--- config.mk ---
export PLATFORM = sky130hd
export DESIGN_NAME = rtcam_regs
export DESIGN_NICKNAME = d
export VERILOG_FILES = /design/src/rtl/rtcam_pkg.sv /design/src/rtl/rtcam_regs.sv /design/src/rtl/rtcam_alarm_match.sv
export SDC_FILE = /design/constraint.sdc
export NUM_CORES = 2
export LEC_CHECK = 0
export CAP_MARGIN = 30
export CORE_MARGIN = 2
export CORE_UTILIZATION = 51
export DETAILED_ROUTE_END_ITERATION = 7
export DONT_BUFFER_PORTS = 1
export HOLD_SLACK_MARGIN = 0.03
export PLACE_DENSITY = 0.65
export SKIP_CTS_REPAIR_TIMING = 1
export SYNTH_ARGS = -nofsm -noshare
export SYNTH_HDL_FRONTEND = slang
export SYNTH_SLANG_ARGS = --single-unit
--- constraint.sdc ---
create_clock -name clock -period 3.49 [get_ports clock]
set_input_delay 0.1745 -clock clock [delete_from_list [all_inputs] [get_ports clock]]
set_output_delay 0.1745 -clock clock [all_outputs]
set_load 0.02 [all_outputs]
--- src/rtl/rtcam_pkg.sv ---
// constants for the clock register map and alarm comparators
package rtcam_pkg;

	// ********************************************************
	// register offsets
	// ********************************************************
	localparam logic [7:0] REG_SECONDS   = 8'h00;
	localparam logic [7:0] REG_MINUTES   = 8'h01;
	localparam logic [7:0] REG_HOURS     = 8'h02;
	localparam logic [7:0] REG_WEEKDAY   = 8'h03;
	localparam logic [7:0] REG_MONTH_DAY = 8'h04;
	localparam logic [7:0] REG_MONTH_CEN = 8'h05;
	localparam logic [7:0] REG_YEAR      = 8'h06;
	localparam logic [7:0] REG_A1_SEC    = 8'h07;
	localparam logic [7:0] REG_A1_MIN    = 8'h08;
	localparam logic [7:0] REG_A1_HOUR   = 8'h09;
	localparam logic [7:0] REG_A1_DAY    = 8'h0a;
	localparam logic [7:0] REG_A2_MIN    = 8'h0b;
	localparam logic [7:0] REG_A2_HOUR   = 8'h0c;
	localparam logic [7:0] REG_A2_DAY    = 8'h0d;
	localparam logic [7:0] REG_CONTROL   = 8'h0e;
	localparam logic [7:0] REG_STATUS    = 8'h0f;
	localparam logic [7:0] REG_TRIM      = 8'h10;
	localparam logic [7:0] REG_TEMP_HIGH = 8'h11;
	localparam logic [7:0] REG_TEMP_LOW  = 8'h12;
	localparam logic [7:0] REG_TEST      = 8'h13;
	localparam logic [7:0] SRAM_BASE     = 8'h14;
	localparam logic [7:0] PTR_WRAP      = 8'h12;

	// ********************************************************
	// field positions
	// ********************************************************
	localparam int MASK_BIT     = 7;
	localparam int SELECT_BIT   = 6;
	localparam int MODE12_BIT   = 6;
	localparam int PM_BIT       = 5;
	localparam int CENTURY_BIT  = 7;
	localparam int CTRL_NOTWAVE = 2;
	localparam int CTRL_A2_IE   = 1;
	localparam int CTRL_A1_IE   = 0;
	localparam int STAT_OSC     = 7;
	localparam int STAT_A2_FLAG = 1;
	localparam int STAT_A1_FLAG = 0;
	localparam logic [7:0] STAT_KEEP = 8'h48;
	localparam logic [7:0] TEST_KEEP = 8'h80;
	localparam logic [7:0] TEMP_LOW_KEEP = 8'hc0;

	// ********************************************************
	// bcd limits
	// ********************************************************
	localparam logic [3:0] BCD_NINE = 4'h9;
	localparam logic [7:0] BCD_ZERO = 8'h00;
	localparam logic [7:0] BCD_ONE  = 8'h01;
	localparam logic [7:0] SEC_LAST = 8'h59;
	localparam logic [7:0] H24_LAST = 8'h23;
	localparam logic [7:0] H12_ELEVEN = 8'h11;
	localparam logic [7:0] H12_TWELVE = 8'h12;
	localparam logic [7:0] WEEKDAY_LAST = 8'h07;
	localparam logic [7:0] MONTH_LAST = 8'h12;
	localparam logic [7:0] YEAR_LAST  = 8'h99;
	localparam logic [7:0] MON_FEB = 8'h02;
	localparam logic [7:0] MON_APR = 8'h04;
	localparam logic [7:0] MON_JUN = 8'h06;
	localparam logic [7:0] MON_SEP = 8'h09;
	localparam logic [7:0] MON_NOV = 8'h11;
	localparam logic [7:0] DAYS_28 = 8'h28;
	localparam logic [7:0] DAYS_29 = 8'h29;
	localparam logic [7:0] DAYS_30 = 8'h30;
	localparam logic [7:0] DAYS_31 = 8'h31;

	// ********************************************************
	// reset values
	// ********************************************************
	localparam logic [7:0] CONTROL_RST = 8'h1c;
	localparam logic [7:0] STATUS_RST  = 8'h00;
	localparam logic [7:0] HOURS_RST   = 8'h00;
	localparam logic [7:0] CLEAR_RST   = 8'h00;

endpackage : rtcam_pkg

--- src/rtl/rtcam_regs.sv ---
// timekeeping register map, calendar update and the two alarms
// Operation
// - alarm one set by writes to 07h-0Ah
// - alarm two set by writes 0Bh-0Dh
// - bit 7 of alarm bytes masks field
// - no masks: all compared fields must match
// - bit 6 selects weekday or date
// - select zero compares date of month
// - select one compares weekday, hours, minutes, seconds
// - alarm one mask patterns set repeat rate
// - alarm two all masked: every minute
// - alarm two mask patterns set repeat rate
// - match sets flag regardless of enables
// - pin needs irq enable and irq select
// - compare only at once-per-second update
// - unspecified registers need no power-up value
// - time and alarm fields kept in bcd
// - pointer wraps from 12h to 00h
// - hours bit 6 twelve-hour, bit 5 pm
// - addresses 14h-FFh are general storage
`timescale 1ns/1ps
module rtcam_regs
	import rtcam_pkg::*;
(
	// clock, reset and enable
	input  wire logic       clock,
	input  wire logic       rst_n,
	input  wire logic       ce,
	// one hertz square wave from the oscillator chain
	input  wire logic       osc_wave,
	// register port behind the serial engine
	input  wire logic       ptr_load,
	input  wire logic [7:0] ptr_value,
	input  wire logic       wr_strobe,
	input  wire logic [7:0] wr_data,
	input  wire logic       rd_strobe,
	output logic      [7:0] rd_data,
	output logic            rd_valid,
	// temperature result from the sensor logic
	input  wire logic [7:0] temp_high,
	input  wire logic [7:0] temp_low,
	// open-drain interrupt or wave pin, low when driven
	output logic            irq_wave_o,
	output logic            irq_wave_oe
);

	// ********************************************************
	// storage
	// ********************************************************
	logic [7:0] seconds_count;      // bcd seconds
	logic [7:0] minutes_count;      // bcd minutes
	logic [7:0] hours_count;        // mode, pm/20, bcd hours
	logic [7:0] weekday_count;      // 1 to 7
	logic [7:0] month_day_count;    // bcd date
	logic [7:0] month_and_century;  // century bit and bcd month
	logic [7:0] year_count;         // bcd year
	logic [7:0] alarm_one_seconds;  // alarm one bytes
	logic [7:0] alarm_one_minutes;
	logic [7:0] alarm_one_hours;
	logic [7:0] alarm_one_day_date;
	logic [7:0] alarm_two_minutes;  // alarm two bytes
	logic [7:0] alarm_two_hours;
	logic [7:0] alarm_two_day_date;
	logic [7:0] control;            // enables and pin select
	logic [7:0] status;             // flags
	logic [7:0] frequency_trim;     // stored only
	logic [7:0] test_soft_reset;    // stored only
	logic [7:0] user_ram [SRAM_BASE:8'hff]; // general storage
	logic [7:0] ptr;                // register pointer
	logic       wave_last;          // osc_wave one cycle ago

	// ********************************************************
	// update helpers
	// ********************************************************
	// bcd increment, low digit 9 carries into the tens
	function automatic logic [7:0] bcd_inc(input logic [7:0] v);
		if (v[3:0] == BCD_NINE) begin
			bcd_inc = {v[7:4] + 4'h1, 4'h0};
		end else begin
			bcd_inc = {v[7:4], v[3:0] + 4'h1};
		end
	endfunction : bcd_inc

	// last date of a month; leap test works on the bcd year
	function automatic logic [7:0] month_end(input logic [7:0] mon,
		input logic [7:0] yr);
		logic leap;
		leap = yr[4] ? (yr[3:0] == 4'h2 || yr[3:0] == 4'h6)
			: (yr[3:0] == 4'h0 || yr[3:0] == 4'h4 ||
			yr[3:0] == 4'h8);
		case (mon)
			MON_FEB: month_end = leap ? DAYS_29 : DAYS_28;
			MON_APR, MON_JUN, MON_SEP, MON_NOV: month_end = DAYS_30;
			default: month_end = DAYS_31;
		endcase
	endfunction : month_end

	// ********************************************************
	// once-per-second calendar step
	// ********************************************************
	logic       sec_tick;        // rising edge of the wave
	logic       wr_go;           // write accepted this cycle
	logic       rd_go;           // read accepted this cycle
	logic [7:0] next_seconds;
	logic [7:0] next_minutes;
	logic [7:0] next_hours;
	logic [7:0] next_weekday;
	logic [7:0] next_month_day;
	logic [7:0] next_month_cen;
	logic [7:0] next_year;
	logic       day_carry;       // midnight passed

	assign sec_tick = ce && osc_wave && !wave_last;
	assign wr_go    = ce && wr_strobe && !ptr_load;
	assign rd_go    = ce && rd_strobe && !ptr_load;

	// carries ripple only when every lower field is at its last value
	always_comb begin
		next_seconds   = bcd_inc(seconds_count);
		next_minutes   = minutes_count;
		next_hours     = hours_count;
		next_weekday   = weekday_count;
		next_month_day = month_day_count;
		next_month_cen = month_and_century;
		next_year      = year_count;
		day_carry      = 1'b0;
		if (seconds_count == SEC_LAST) begin
			next_seconds = BCD_ZERO;
			next_minutes = bcd_inc(minutes_count);
			if (minutes_count == SEC_LAST) begin
				next_minutes = BCD_ZERO;
				if (hours_count[MODE12_BIT]) begin
					// 11 rolls to 12 and flips pm; 11 pm ends the day
					if (hours_count[4:0] == H12_ELEVEN[4:0]) begin
						next_hours = {hours_count[7:6],
							!hours_count[PM_BIT], H12_TWELVE[4:0]};
						day_carry  = hours_count[PM_BIT];
					end else if (hours_count[4:0] == H12_TWELVE[4:0]) begin
						next_hours = {hours_count[7:5], BCD_ONE[4:0]};
					end else begin
						next_hours = {hours_count[7:5],
							5'(bcd_inc({3'h0, hours_count[4:0]}))};
					end
				end else if (hours_count[5:0] == H24_LAST[5:0]) begin
					next_hours = {hours_count[7:6], 6'h00};
					day_carry  = 1'b1;
				end else begin
					next_hours = {hours_count[7:6],
						6'(bcd_inc({2'h0, hours_count[5:0]}))};
				end
			end
		end
		// weekday, date, month, year and century at midnight
		if (day_carry) begin
			next_weekday = (weekday_count == WEEKDAY_LAST) ? BCD_ONE
				: bcd_inc(weekday_count);
			next_month_day = bcd_inc(month_day_count);
			if (month_day_count == month_end({3'h0,
				month_and_century[4:0]}, year_count)) begin
				next_month_day = BCD_ONE;
				next_month_cen = {month_and_century[7:5],
					5'(bcd_inc({3'h0, month_and_century[4:0]}))};
				if (month_and_century[4:0] == MONTH_LAST[4:0]) begin
					next_month_cen = {month_and_century[7:5],
						BCD_ONE[4:0]};
					next_year = bcd_inc(year_count);
					if (year_count == YEAR_LAST) begin
						next_year = BCD_ZERO;
						next_month_cen[CENTURY_BIT] =
							!month_and_century[CENTURY_BIT];
					end
				end
			end
		end
	end

	// ********************************************************
	// alarm compare against the stepped time
	// ********************************************************
	logic a1_hit; // alarm one fields equal
	logic a2_hit; // alarm two fields equal

	rtcam_alarm_match u_alarm_one (
		.alarm_seconds  (alarm_one_seconds),
		.alarm_minutes  (alarm_one_minutes),
		.alarm_hours    (alarm_one_hours),
		.alarm_day_date (alarm_one_day_date),
		.now_seconds    (next_seconds),
		.now_minutes    (next_minutes),
		.now_hours      (next_hours),
		.now_weekday    (next_weekday),
		.now_month_day  (next_month_day),
		.hit            (a1_hit)
	);

	// no seconds byte: an unmasked zero makes it fire at second 00
	rtcam_alarm_match u_alarm_two (
		.alarm_seconds  (BCD_ZERO),
		.alarm_minutes  (alarm_two_minutes),
		.alarm_hours    (alarm_two_hours),
		.alarm_day_date (alarm_two_day_date),
		.now_seconds    (next_seconds),
		.now_minutes    (next_minutes),
		.now_hours      (next_hours),
		.now_weekday    (next_weekday),
		.now_month_day  (next_month_day),
		.hit            (a2_hit)
	);

	// ********************************************************
	// pointer and edge detect
	// ********************************************************
	// the wave is produced on this clock, so no synchroniser
	always_ff @(posedge clock) begin
		if (!rst_n) begin
			wave_last <= 1'b0;
		end else if (ce) begin
			wave_last <= osc_wave;
		end
	end

	// load wins; each access steps, 12h wraps and ffh rolls over
	always_ff @(posedge clock) begin
		if (!rst_n) begin
			ptr <= CLEAR_RST;
		end else if (ce && ptr_load) begin
			ptr <= ptr_value;
		end else if (wr_go || rd_go) begin
			ptr <= (ptr == PTR_WRAP) ? REG_SECONDS
				: ptr + 8'h01;
		end
	end

	// ********************************************************
	// time registers: host write beats the step
	// ********************************************************
	always_ff @(posedge clock) begin
		if (!rst_n) begin
			seconds_count     <= CLEAR_RST;
			minutes_count     <= CLEAR_RST;
			hours_count       <= HOURS_RST;
			weekday_count     <= BCD_ONE;
			month_day_count   <= BCD_ONE;
			month_and_century <= BCD_ONE;
			year_count        <= CLEAR_RST;
		end else begin
			if (sec_tick) begin
				seconds_count     <= next_seconds;
				minutes_count     <= next_minutes;
				hours_count       <= next_hours;
				weekday_count     <= next_weekday;
				month_day_count   <= next_month_day;
				month_and_century <= next_month_cen;
				year_count        <= next_year;
			end
			if (wr_go) begin
				case (ptr)
					REG_SECONDS:   seconds_count     <= wr_data;
					REG_MINUTES:   minutes_count     <= wr_data;
					REG_HOURS:     hours_count       <= wr_data;
					REG_WEEKDAY:   weekday_count     <= wr_data;
					REG_MONTH_DAY: month_day_count   <= wr_data;
					REG_MONTH_CEN: month_and_century <= wr_data;
					REG_YEAR:      year_count        <= wr_data;
					default: ;
				endcase
			end
		end
	end

	// ********************************************************
	// alarm and setup registers
	// ********************************************************
	// reset values are ours; software is expected to program them
	always_ff @(posedge clock) begin
		if (!rst_n) begin
			alarm_one_seconds  <= CLEAR_RST;
			alarm_one_minutes  <= CLEAR_RST;
			alarm_one_hours    <= CLEAR_RST;
			alarm_one_day_date <= CLEAR_RST;
			alarm_two_minutes  <= CLEAR_RST;
			alarm_two_hours    <= CLEAR_RST;
			alarm_two_day_date <= CLEAR_RST;
			control            <= CONTROL_RST;
			frequency_trim     <= CLEAR_RST;
			test_soft_reset    <= CLEAR_RST;
		end else if (wr_go) begin
			case (ptr)
				REG_A1_SEC:  alarm_one_seconds  <= wr_data;
				REG_A1_MIN:  alarm_one_minutes  <= wr_data;
				REG_A1_HOUR: alarm_one_hours    <= wr_data;
				REG_A1_DAY:  alarm_one_day_date <= wr_data;
				REG_A2_MIN:  alarm_two_minutes  <= wr_data;
				REG_A2_HOUR: alarm_two_hours    <= wr_data;
				REG_A2_DAY:  alarm_two_day_date <= wr_data;
				REG_CONTROL: control            <= wr_data;
				REG_TRIM:    frequency_trim     <= wr_data;
				REG_TEST:    test_soft_reset    <= wr_data & TEST_KEEP;
				// temperature bytes are not stored here at all
				default: ;
			endcase
		end
	end

	// general storage above the map, not reset
	always_ff @(posedge clock) begin
		if (wr_go && ptr >= SRAM_BASE) begin
			user_ram[ptr] <= wr_data;
		end
	end

	// ********************************************************
	// status: flags set by a match, cleared by writing zero
	// ********************************************************
	// a match in the clearing cycle wins over the clear
	always_ff @(posedge clock) begin
		if (!rst_n) begin
			status <= STATUS_RST;
		end else if (ce) begin
			if (wr_go && ptr == REG_STATUS) begin
				status <= (wr_data & STAT_KEEP) |
					({8{wr_data[STAT_OSC]}} & status &
					(8'h01 << STAT_OSC)) |
					(wr_data & status & 8'h03);
			end
			if (sec_tick && a1_hit) begin
				status[STAT_A1_FLAG] <= 1'b1;
			end
			if (sec_tick && a2_hit) begin
				status[STAT_A2_FLAG] <= 1'b1;
			end
		end
	end

	// ********************************************************
	// read port
	// ********************************************************
	logic [7:0] next_rd_data; // byte at the pointer

	always_comb begin
		case (ptr)
			REG_SECONDS:   next_rd_data = seconds_count;
			REG_MINUTES:   next_rd_data = minutes_count;
			REG_HOURS:     next_rd_data = hours_count;
			REG_WEEKDAY:   next_rd_data = weekday_count;
			REG_MONTH_DAY: next_rd_data = month_day_count;
			REG_MONTH_CEN: next_rd_data = month_and_century;
			REG_YEAR:      next_rd_data = year_count;
			REG_A1_SEC:    next_rd_data = alarm_one_seconds;
			REG_A1_MIN:    next_rd_data = alarm_one_minutes;
			REG_A1_HOUR:   next_rd_data = alarm_one_hours;
			REG_A1_DAY:    next_rd_data = alarm_one_day_date;
			REG_A2_MIN:    next_rd_data = alarm_two_minutes;
			REG_A2_HOUR:   next_rd_data = alarm_two_hours;
			REG_A2_DAY:    next_rd_data = alarm_two_day_date;
			REG_CONTROL:   next_rd_data = control;
			REG_STATUS:    next_rd_data = status;
			REG_TRIM:      next_rd_data = frequency_trim;
			REG_TEMP_HIGH: next_rd_data = temp_high;
			REG_TEMP_LOW:  next_rd_data = temp_low & TEMP_LOW_KEEP;
			REG_TEST:      next_rd_data = test_soft_reset;
			default:       next_rd_data = user_ram[ptr];
		endcase
	end

	// valid stands for one cycle after the read strobe; data holds until the next read
	always_ff @(posedge clock) begin
		if (!rst_n) begin
			rd_data  <= CLEAR_RST;
			rd_valid <= 1'b0;
		end else if (ce) begin
			rd_valid <= rd_go;
			if (rd_go) begin
				rd_data <= next_rd_data;
			end
		end
	end

	// ********************************************************
	// interrupt or wave pin
	// ********************************************************
	// pin is pulled low only, so the data output stays zero
	always_ff @(posedge clock) begin
		if (!rst_n) begin
			irq_wave_o  <= 1'b0;
			irq_wave_oe <= 1'b0;
		end else if (ce) begin
			irq_wave_o <= 1'b0;
			if (control[CTRL_NOTWAVE]) begin
				irq_wave_oe <= (status[STAT_A1_FLAG] &&
					control[CTRL_A1_IE]) || (status[STAT_A2_FLAG] &&
					control[CTRL_A2_IE]);
			end else begin
				irq_wave_oe <= !osc_wave;
			end
		end
	end

	// ********************************************************
	// checks
	// ********************************************************
	a_flag_one_set: assert property (@(posedge clock) disable iff (!rst_n)
		sec_tick && a1_hit |=> status[STAT_A1_FLAG])
		else $error("alarm one match did not set its flag");
	a_pin_needs_enable: assert property (@(posedge clock)
		disable iff (!rst_n) ce && control[CTRL_NOTWAVE] &&
		!(status[STAT_A1_FLAG] && control[CTRL_A1_IE]) &&
		!(status[STAT_A2_FLAG] && control[CTRL_A2_IE])
		|=> !irq_wave_oe)
		else $error("pin driven without an enabled flag");
	a_flag_only_tick: assert property (@(posedge clock) disable iff (!rst_n)
		$rose(status[STAT_A2_FLAG]) |-> $past(sec_tick))
		else $error("alarm two flag rose off the second update");
	a_pointer_wraps: assert property (@(posedge clock) disable iff (!rst_n)
		(wr_go || rd_go) && ptr == PTR_WRAP |=> ptr == REG_SECONDS)
		else $error("pointer did not wrap to zero");
	a_temp_read_only: assert property (@(posedge clock)
		disable iff (!rst_n) rd_go && ptr == REG_TEMP_HIGH
		|=> rd_valid && rd_data == $past(temp_high))
		else $error("temperature read returned stored data");
	a_every_second: assert property (@(posedge clock) disable iff (!rst_n)
		sec_tick && (&{alarm_one_seconds[MASK_BIT],
		alarm_one_minutes[MASK_BIT], alarm_one_hours[MASK_BIT],
		alarm_one_day_date[MASK_BIT]}) |=> status[STAT_A1_FLAG])
		else $error("fully masked alarm one missed a second");
	a_two_minute: assert property (@(posedge clock) disable iff (!rst_n)
		sec_tick && alarm_two_minutes[MASK_BIT] &&
		alarm_two_hours[MASK_BIT] && alarm_two_day_date[MASK_BIT]
		|-> a2_hit == (next_seconds == BCD_ZERO))
		else $error("masked alarm two not tied to second zero");
	a_alarm_write: assert property (@(posedge clock) disable iff (!rst_n)
		wr_go && ptr == REG_A1_SEC |=> alarm_one_seconds == $past(wr_data))
		else $error("alarm one seconds write lost");
	a_seconds_bcd: assert property (@(posedge clock) disable iff (!rst_n)
		sec_tick && seconds_count == SEC_LAST |=> seconds_count == BCD_ZERO
		|| $past(wr_go))
		else $error("seconds did not roll 59 to 00");

endmodule : rtcam_regs

--- src/rtl/rtcam_alarm_match.sv ---
// masked bcd compare of one alarm against the updated time
`timescale 1ns/1ps
module rtcam_alarm_match
	import rtcam_pkg::*;
(
	// alarm setting, bit 7 of each byte masks the field
	input  wire logic [7:0] alarm_seconds,
	input  wire logic [7:0] alarm_minutes,
	input  wire logic [7:0] alarm_hours,
	input  wire logic [7:0] alarm_day_date,
	// time as it stands after the update
	input  wire logic [7:0] now_seconds,
	input  wire logic [7:0] now_minutes,
	input  wire logic [7:0] now_hours,
	input  wire logic [7:0] now_weekday,
	input  wire logic [7:0] now_month_day,
	// all unmasked fields equal
	output logic            hit
);

	// ********************************************************
	// field compare
	// ********************************************************
	logic sec_ok;  // seconds equal or masked
	logic min_ok;  // minutes equal or masked
	logic hour_ok; // hours equal, mode bit included
	logic day_ok;  // weekday or date equal

	// each mask bit removes its field from the compare
	always_comb begin
		sec_ok  = alarm_seconds[MASK_BIT] ||
			(alarm_seconds[6:0] == now_seconds[6:0]);
		min_ok  = alarm_minutes[MASK_BIT] ||
			(alarm_minutes[6:0] == now_minutes[6:0]);
		// the mode bit is part of the compare, so both must agree
		hour_ok = alarm_hours[MASK_BIT] ||
			(alarm_hours[6:0] == now_hours[6:0]);
		// select bit picks weekday (1) or date of month (0)
		if (alarm_day_date[SELECT_BIT]) begin
			day_ok = alarm_day_date[MASK_BIT] ||
				(alarm_day_date[5:0] == now_weekday[5:0]);
		end else begin
			day_ok = alarm_day_date[MASK_BIT] ||
				(alarm_day_date[5:0] == now_month_day[5:0]);
		end
		hit = sec_ok && min_ok && hour_ok && day_ok;
	end

endmodule : rtcam_alarm_match

==> flow_metrics.py <==
metrics = {
    "outcome": {
        "outcome": "finished, violations left",
        "failed_checks": "max-slew violations",
    },
    "finish": {
        "fillerInstances": 12000,
        "syn_to_final_growth_pct": 14.7,
        "seqCellArea_sq_mm": 0.0599,
        "stdcell_count": 7204,
        "total_area_of_multi_input_combinational_cells_sq_mm": 0.0217,
        "final_layout_size_suffix_gt1_share_pct": 26.2,
        "num-nets-final": 4903,
    },
    "floorplanning": {
        "fp-row-count": 148,
        "floorplan.core_area_sq_mm": 0.162,
        "die_w_microns": 407,
        "floorplan.die_area_sq_mm": 0.166,
        "initial_utilization_pct": 51.2,
        "die-height_microns": 407,
        "pin_count": 50,
    },
    "synth": {
        "yosysSeqAreaShare_pct": 72.2,
        "yosysTopAreaCellShare_pct": 68.3,
        "syn-mean-instance-area_sq_um": 18.5,
        "synthesis.nets": 4552,
        "post_synth_instance_area_sq_mm": 0.0830,
        "flip_flop_and_latch_count_after_synthesis": 2049,
        "synth_cell_types": 80,
        "post-synth-top-count-cell": "edfxtp_1",
        "count_of_flip_flops_with_a_built_in_enable_after_synthesis": 1888,
        "ys_async_sr_fraction_pct": 0,
        "cell_taking_the_most_area_after_synthesis": "edfxtp_1",
        "synthCells": 4490,
        "ys.flop_type": "edfxtp_1",
        "yosysWarnings": 0,
        "post_synth_most_frequent_cells": "edfxtp_1, mux4_2, nor2_1",
        "synth_top_cells_by_area": "edfxtp_1, mux4_2, dfxtp_1",
    },
    "sta": {
        "maxClockFrequency_mhz": 306,
        "layout_min_cycle_time_ns": 3.27,
        "worst_slew_margin_rel_pct": -1.20,
        "clock_skew_ns": 0.0456,
        "tightest_slew_ns": 1.52,
        "unrepaired_setup_endpoints_after_global_routing": "false",
        "tcrit_tclk_final_pct": 93.7,
        "finalHoldViolations": 0,
        "final_max_slew_viol_count": 40,
        "setup_violations": 0,
        "fin_setup_tns_ns": 0,
    },
    "placed_design": {
        "detailed_place_hpwl_mm": 127,
        "buffer_ports.inserted": 0,
        "globalplace.congestion": 0.953,
        "dp_cells": 6767,
    },
    "power": {
        "power.share.combinational_pct": 6.2,
        "switchingPower_mw": 11.5,
        "internal_power_mw": 40.5,
        "power.leakage_nw": 29.5,
        "netSwitchingFraction_pct": 22.1,
        "pwr_dens_mw_per_mm2": 547,
        "power.clock.fraction_pct": 42.1,
        "vdd.ir_drop.worst_v": 0.000567,
        "pwr-share-seq_pct": 51.7,
    },
    "global_route": {
        "grt_util_all_layers_pct": 25.2,
        "grt_pass1_wl_mm": 305,
        "grt_overflow": 0,
        "first_global_vias": 44100,
        "grt_start_max_net_pins": 255,
        "antenna_found_initial": 16,
    },
    "routing": {
        "drtIter0Drc": 5820,
        "vias": 44800,
        "postRouteWirelength_mm": 211,
        "drtAntennaViolNets": 0,
        "drt_first_pass_iters": 8,
        "post-route-drc-count": 0,
        "detail_route.vias_per_cell": 6.22,
        "detail_route.wl_per_cell_microns": 29.3,
    },
    "clock_network": {
        "cts-buffers-inserted": 205,
        "cts_max_path_buffers": 3,
        "clk_latency_ns": 0.87,
        "clkTransAtPathRegs_ns": 0.06,
        "htreeDepth": 4,
        "cts-root-buf": "clkbuf_16",
        "clock_sink_count": 2049,
        "tritoncts": "done",
    },
    "worst_setup_path": {
        "worstSetupStartpointType": "register",
        "worst-endpoint-required_ns": 4.19,
        "worstPathArrival_ns": 3.97,
        "worstPathMaxFanout": 17,
        "worstSetupEndpointType": "register",
        "critical_path_class": "reg2reg",
    },
    "hold_path": {
        "hold_path_class": "in2reg",
    },
    "run": {
        "max_cap_violations": 0,
    },
}
-- stage by stage --
step                setup WS [ns]  power, mW  hold slack (ns)  cell area [sq um]  utilization, %
detailed placement          0.265       30.2            0.256              87800            54.1
global placement            0.293       30.2            0.252              87800            54.1
CTS                         0.231       51.9           -0.656              94600            58.3
finish                      0.221       52.1          0.00245              95200            58.7
floorplan                   0.578       29.2            0.273              83000               -
global route                0.110       53.5           0.0278              95100            58.7
-- power groups by stage --
stage	clock network, mW	logic, mW	registers, mW
floorplan	0	1.81	27.4
global placement	0	2.74	27.4
detailed placement	0	2.75	27.4
CTS	22.3	2.76	26.9
global route	23.2	3.39	26.9
finish	21.9	3.23	26.9
-- final cells by class --
class	count	area share, %
Clock buffer	258	5.63
Timing Repair Buffer	428	4.06
Multi-Input combinational cell	2116	22.8
Inverter	41	0.164
Antenna cell	10	0.0263
Sequential cell	2049	63.0
Tap cell	2175	2.86
Clock inverter	127	1.46
-- metal layers --
metal / part of all wire, % / routed length (microns) / vias to the layer above / global-route usage (%)
met3: 8.5 / 17900 / 393 / 5.14
met5: 0.029 / 61 / - / 0
met2: 47 / 100000 / 1999 / 39.5
met1: 41 / 86100 / 23400 / 35.9
met4: 3.3 / 7020 / 10 / 7.99
li1: - / - / 19000 / -
-- cell usage in the layout (no fill, tap or decap), drive strengths merged, types with 8 or more instances in the layout --
cell / n
xnor2: 18
nor3: 49
a22oi: 43
a311oi: 8
and2: 20
inv: 47
a41oi: 8
a221oi: 24
and3: 14
nand3: 57
and3b: 11
bufinv: 19
nor2b: 15
a222oi: 8
clkinv: 100
dlygate4sd3: 32
o211ai: 21
edfxtp: 1888
buf: 396
ha: 23
a31oi: 23
nor4: 10
nor3b: 9
diode: 10
mux2i: 47
nand3b: 11
a211oi: 32
nand2: 312
nand4: 20
clkbuf: 258
dfxtp: 161
xor2: 15
nor2: 348
or4: 11
a21oi: 168
mux4: 587
o21ai: 91
-- path summary, 6_finish.rpt --
path                                          end  depth (start not counted)              start  slack (ns)
worst max-delay path                   rd_data[4]                          9           register        0.22
worst min-delay path              user_ram[60][1]                          1         wr_data[1]       0.002
worst max register to register         rd_data[4]                          9           register        0.22
worst min register to register  frequency_trim[1]                          2  frequency_trim[1]        0.47
-- critical path, cell delays in order, from the launching register on --
cell and delay, ns:
dfxtp_4 0.40, buf_12 0.24, buf_4 0.28, buf_4 0.29, mux4_2 0.60, mux4_2 0.48
a21oi_1 0.34, o21ai_0 0.20, nand3_1 0.12, a41oi_1 0.11
-- registers in the layout, indices dropped and copies added (netlist names), 5 cells and up, named ones only --
name                flops
alarm_one_seconds       8
minutes_count           8
user_ram             1888
frequency_trim          8
control                 8
month_day_count         8
alarm_two_day_date      8
status                  5
alarm_one_day_date      8
alarm_one_hours         8
rd_data                 8
alarm_one_minutes       8
alarm_two_minutes       8
hours_count             8
year_count              8
ptr                     8
weekday_count           8
alarm_two_hours         8
month_and_century       8
seconds_count           8
-- kinds of logic (layout without fill, tap and decap cells) --
| family | count (synthesis) | after routing | share of synthesized area [%] |
|---|---|---|---|
| other | 1 | 11 | 0.00452 |
| muxes | 634 | 634 | 16.5 |
| and+or+nand+nor | 920 | 920 | 4.99 |
| DFF | 2049 | 2049 | 72.2 |
| adders and majority gates | 23 | 23 | 0.347 |
| buffers and inverters | 325 | 854 | 1.70 |
| AOI/OAI and AO/OA | 505 | 505 | 3.93 |
| xor gates and xnor gates | 33 | 33 | 0.348 |
Note: power is estimated with default switching activity, not from simulation.
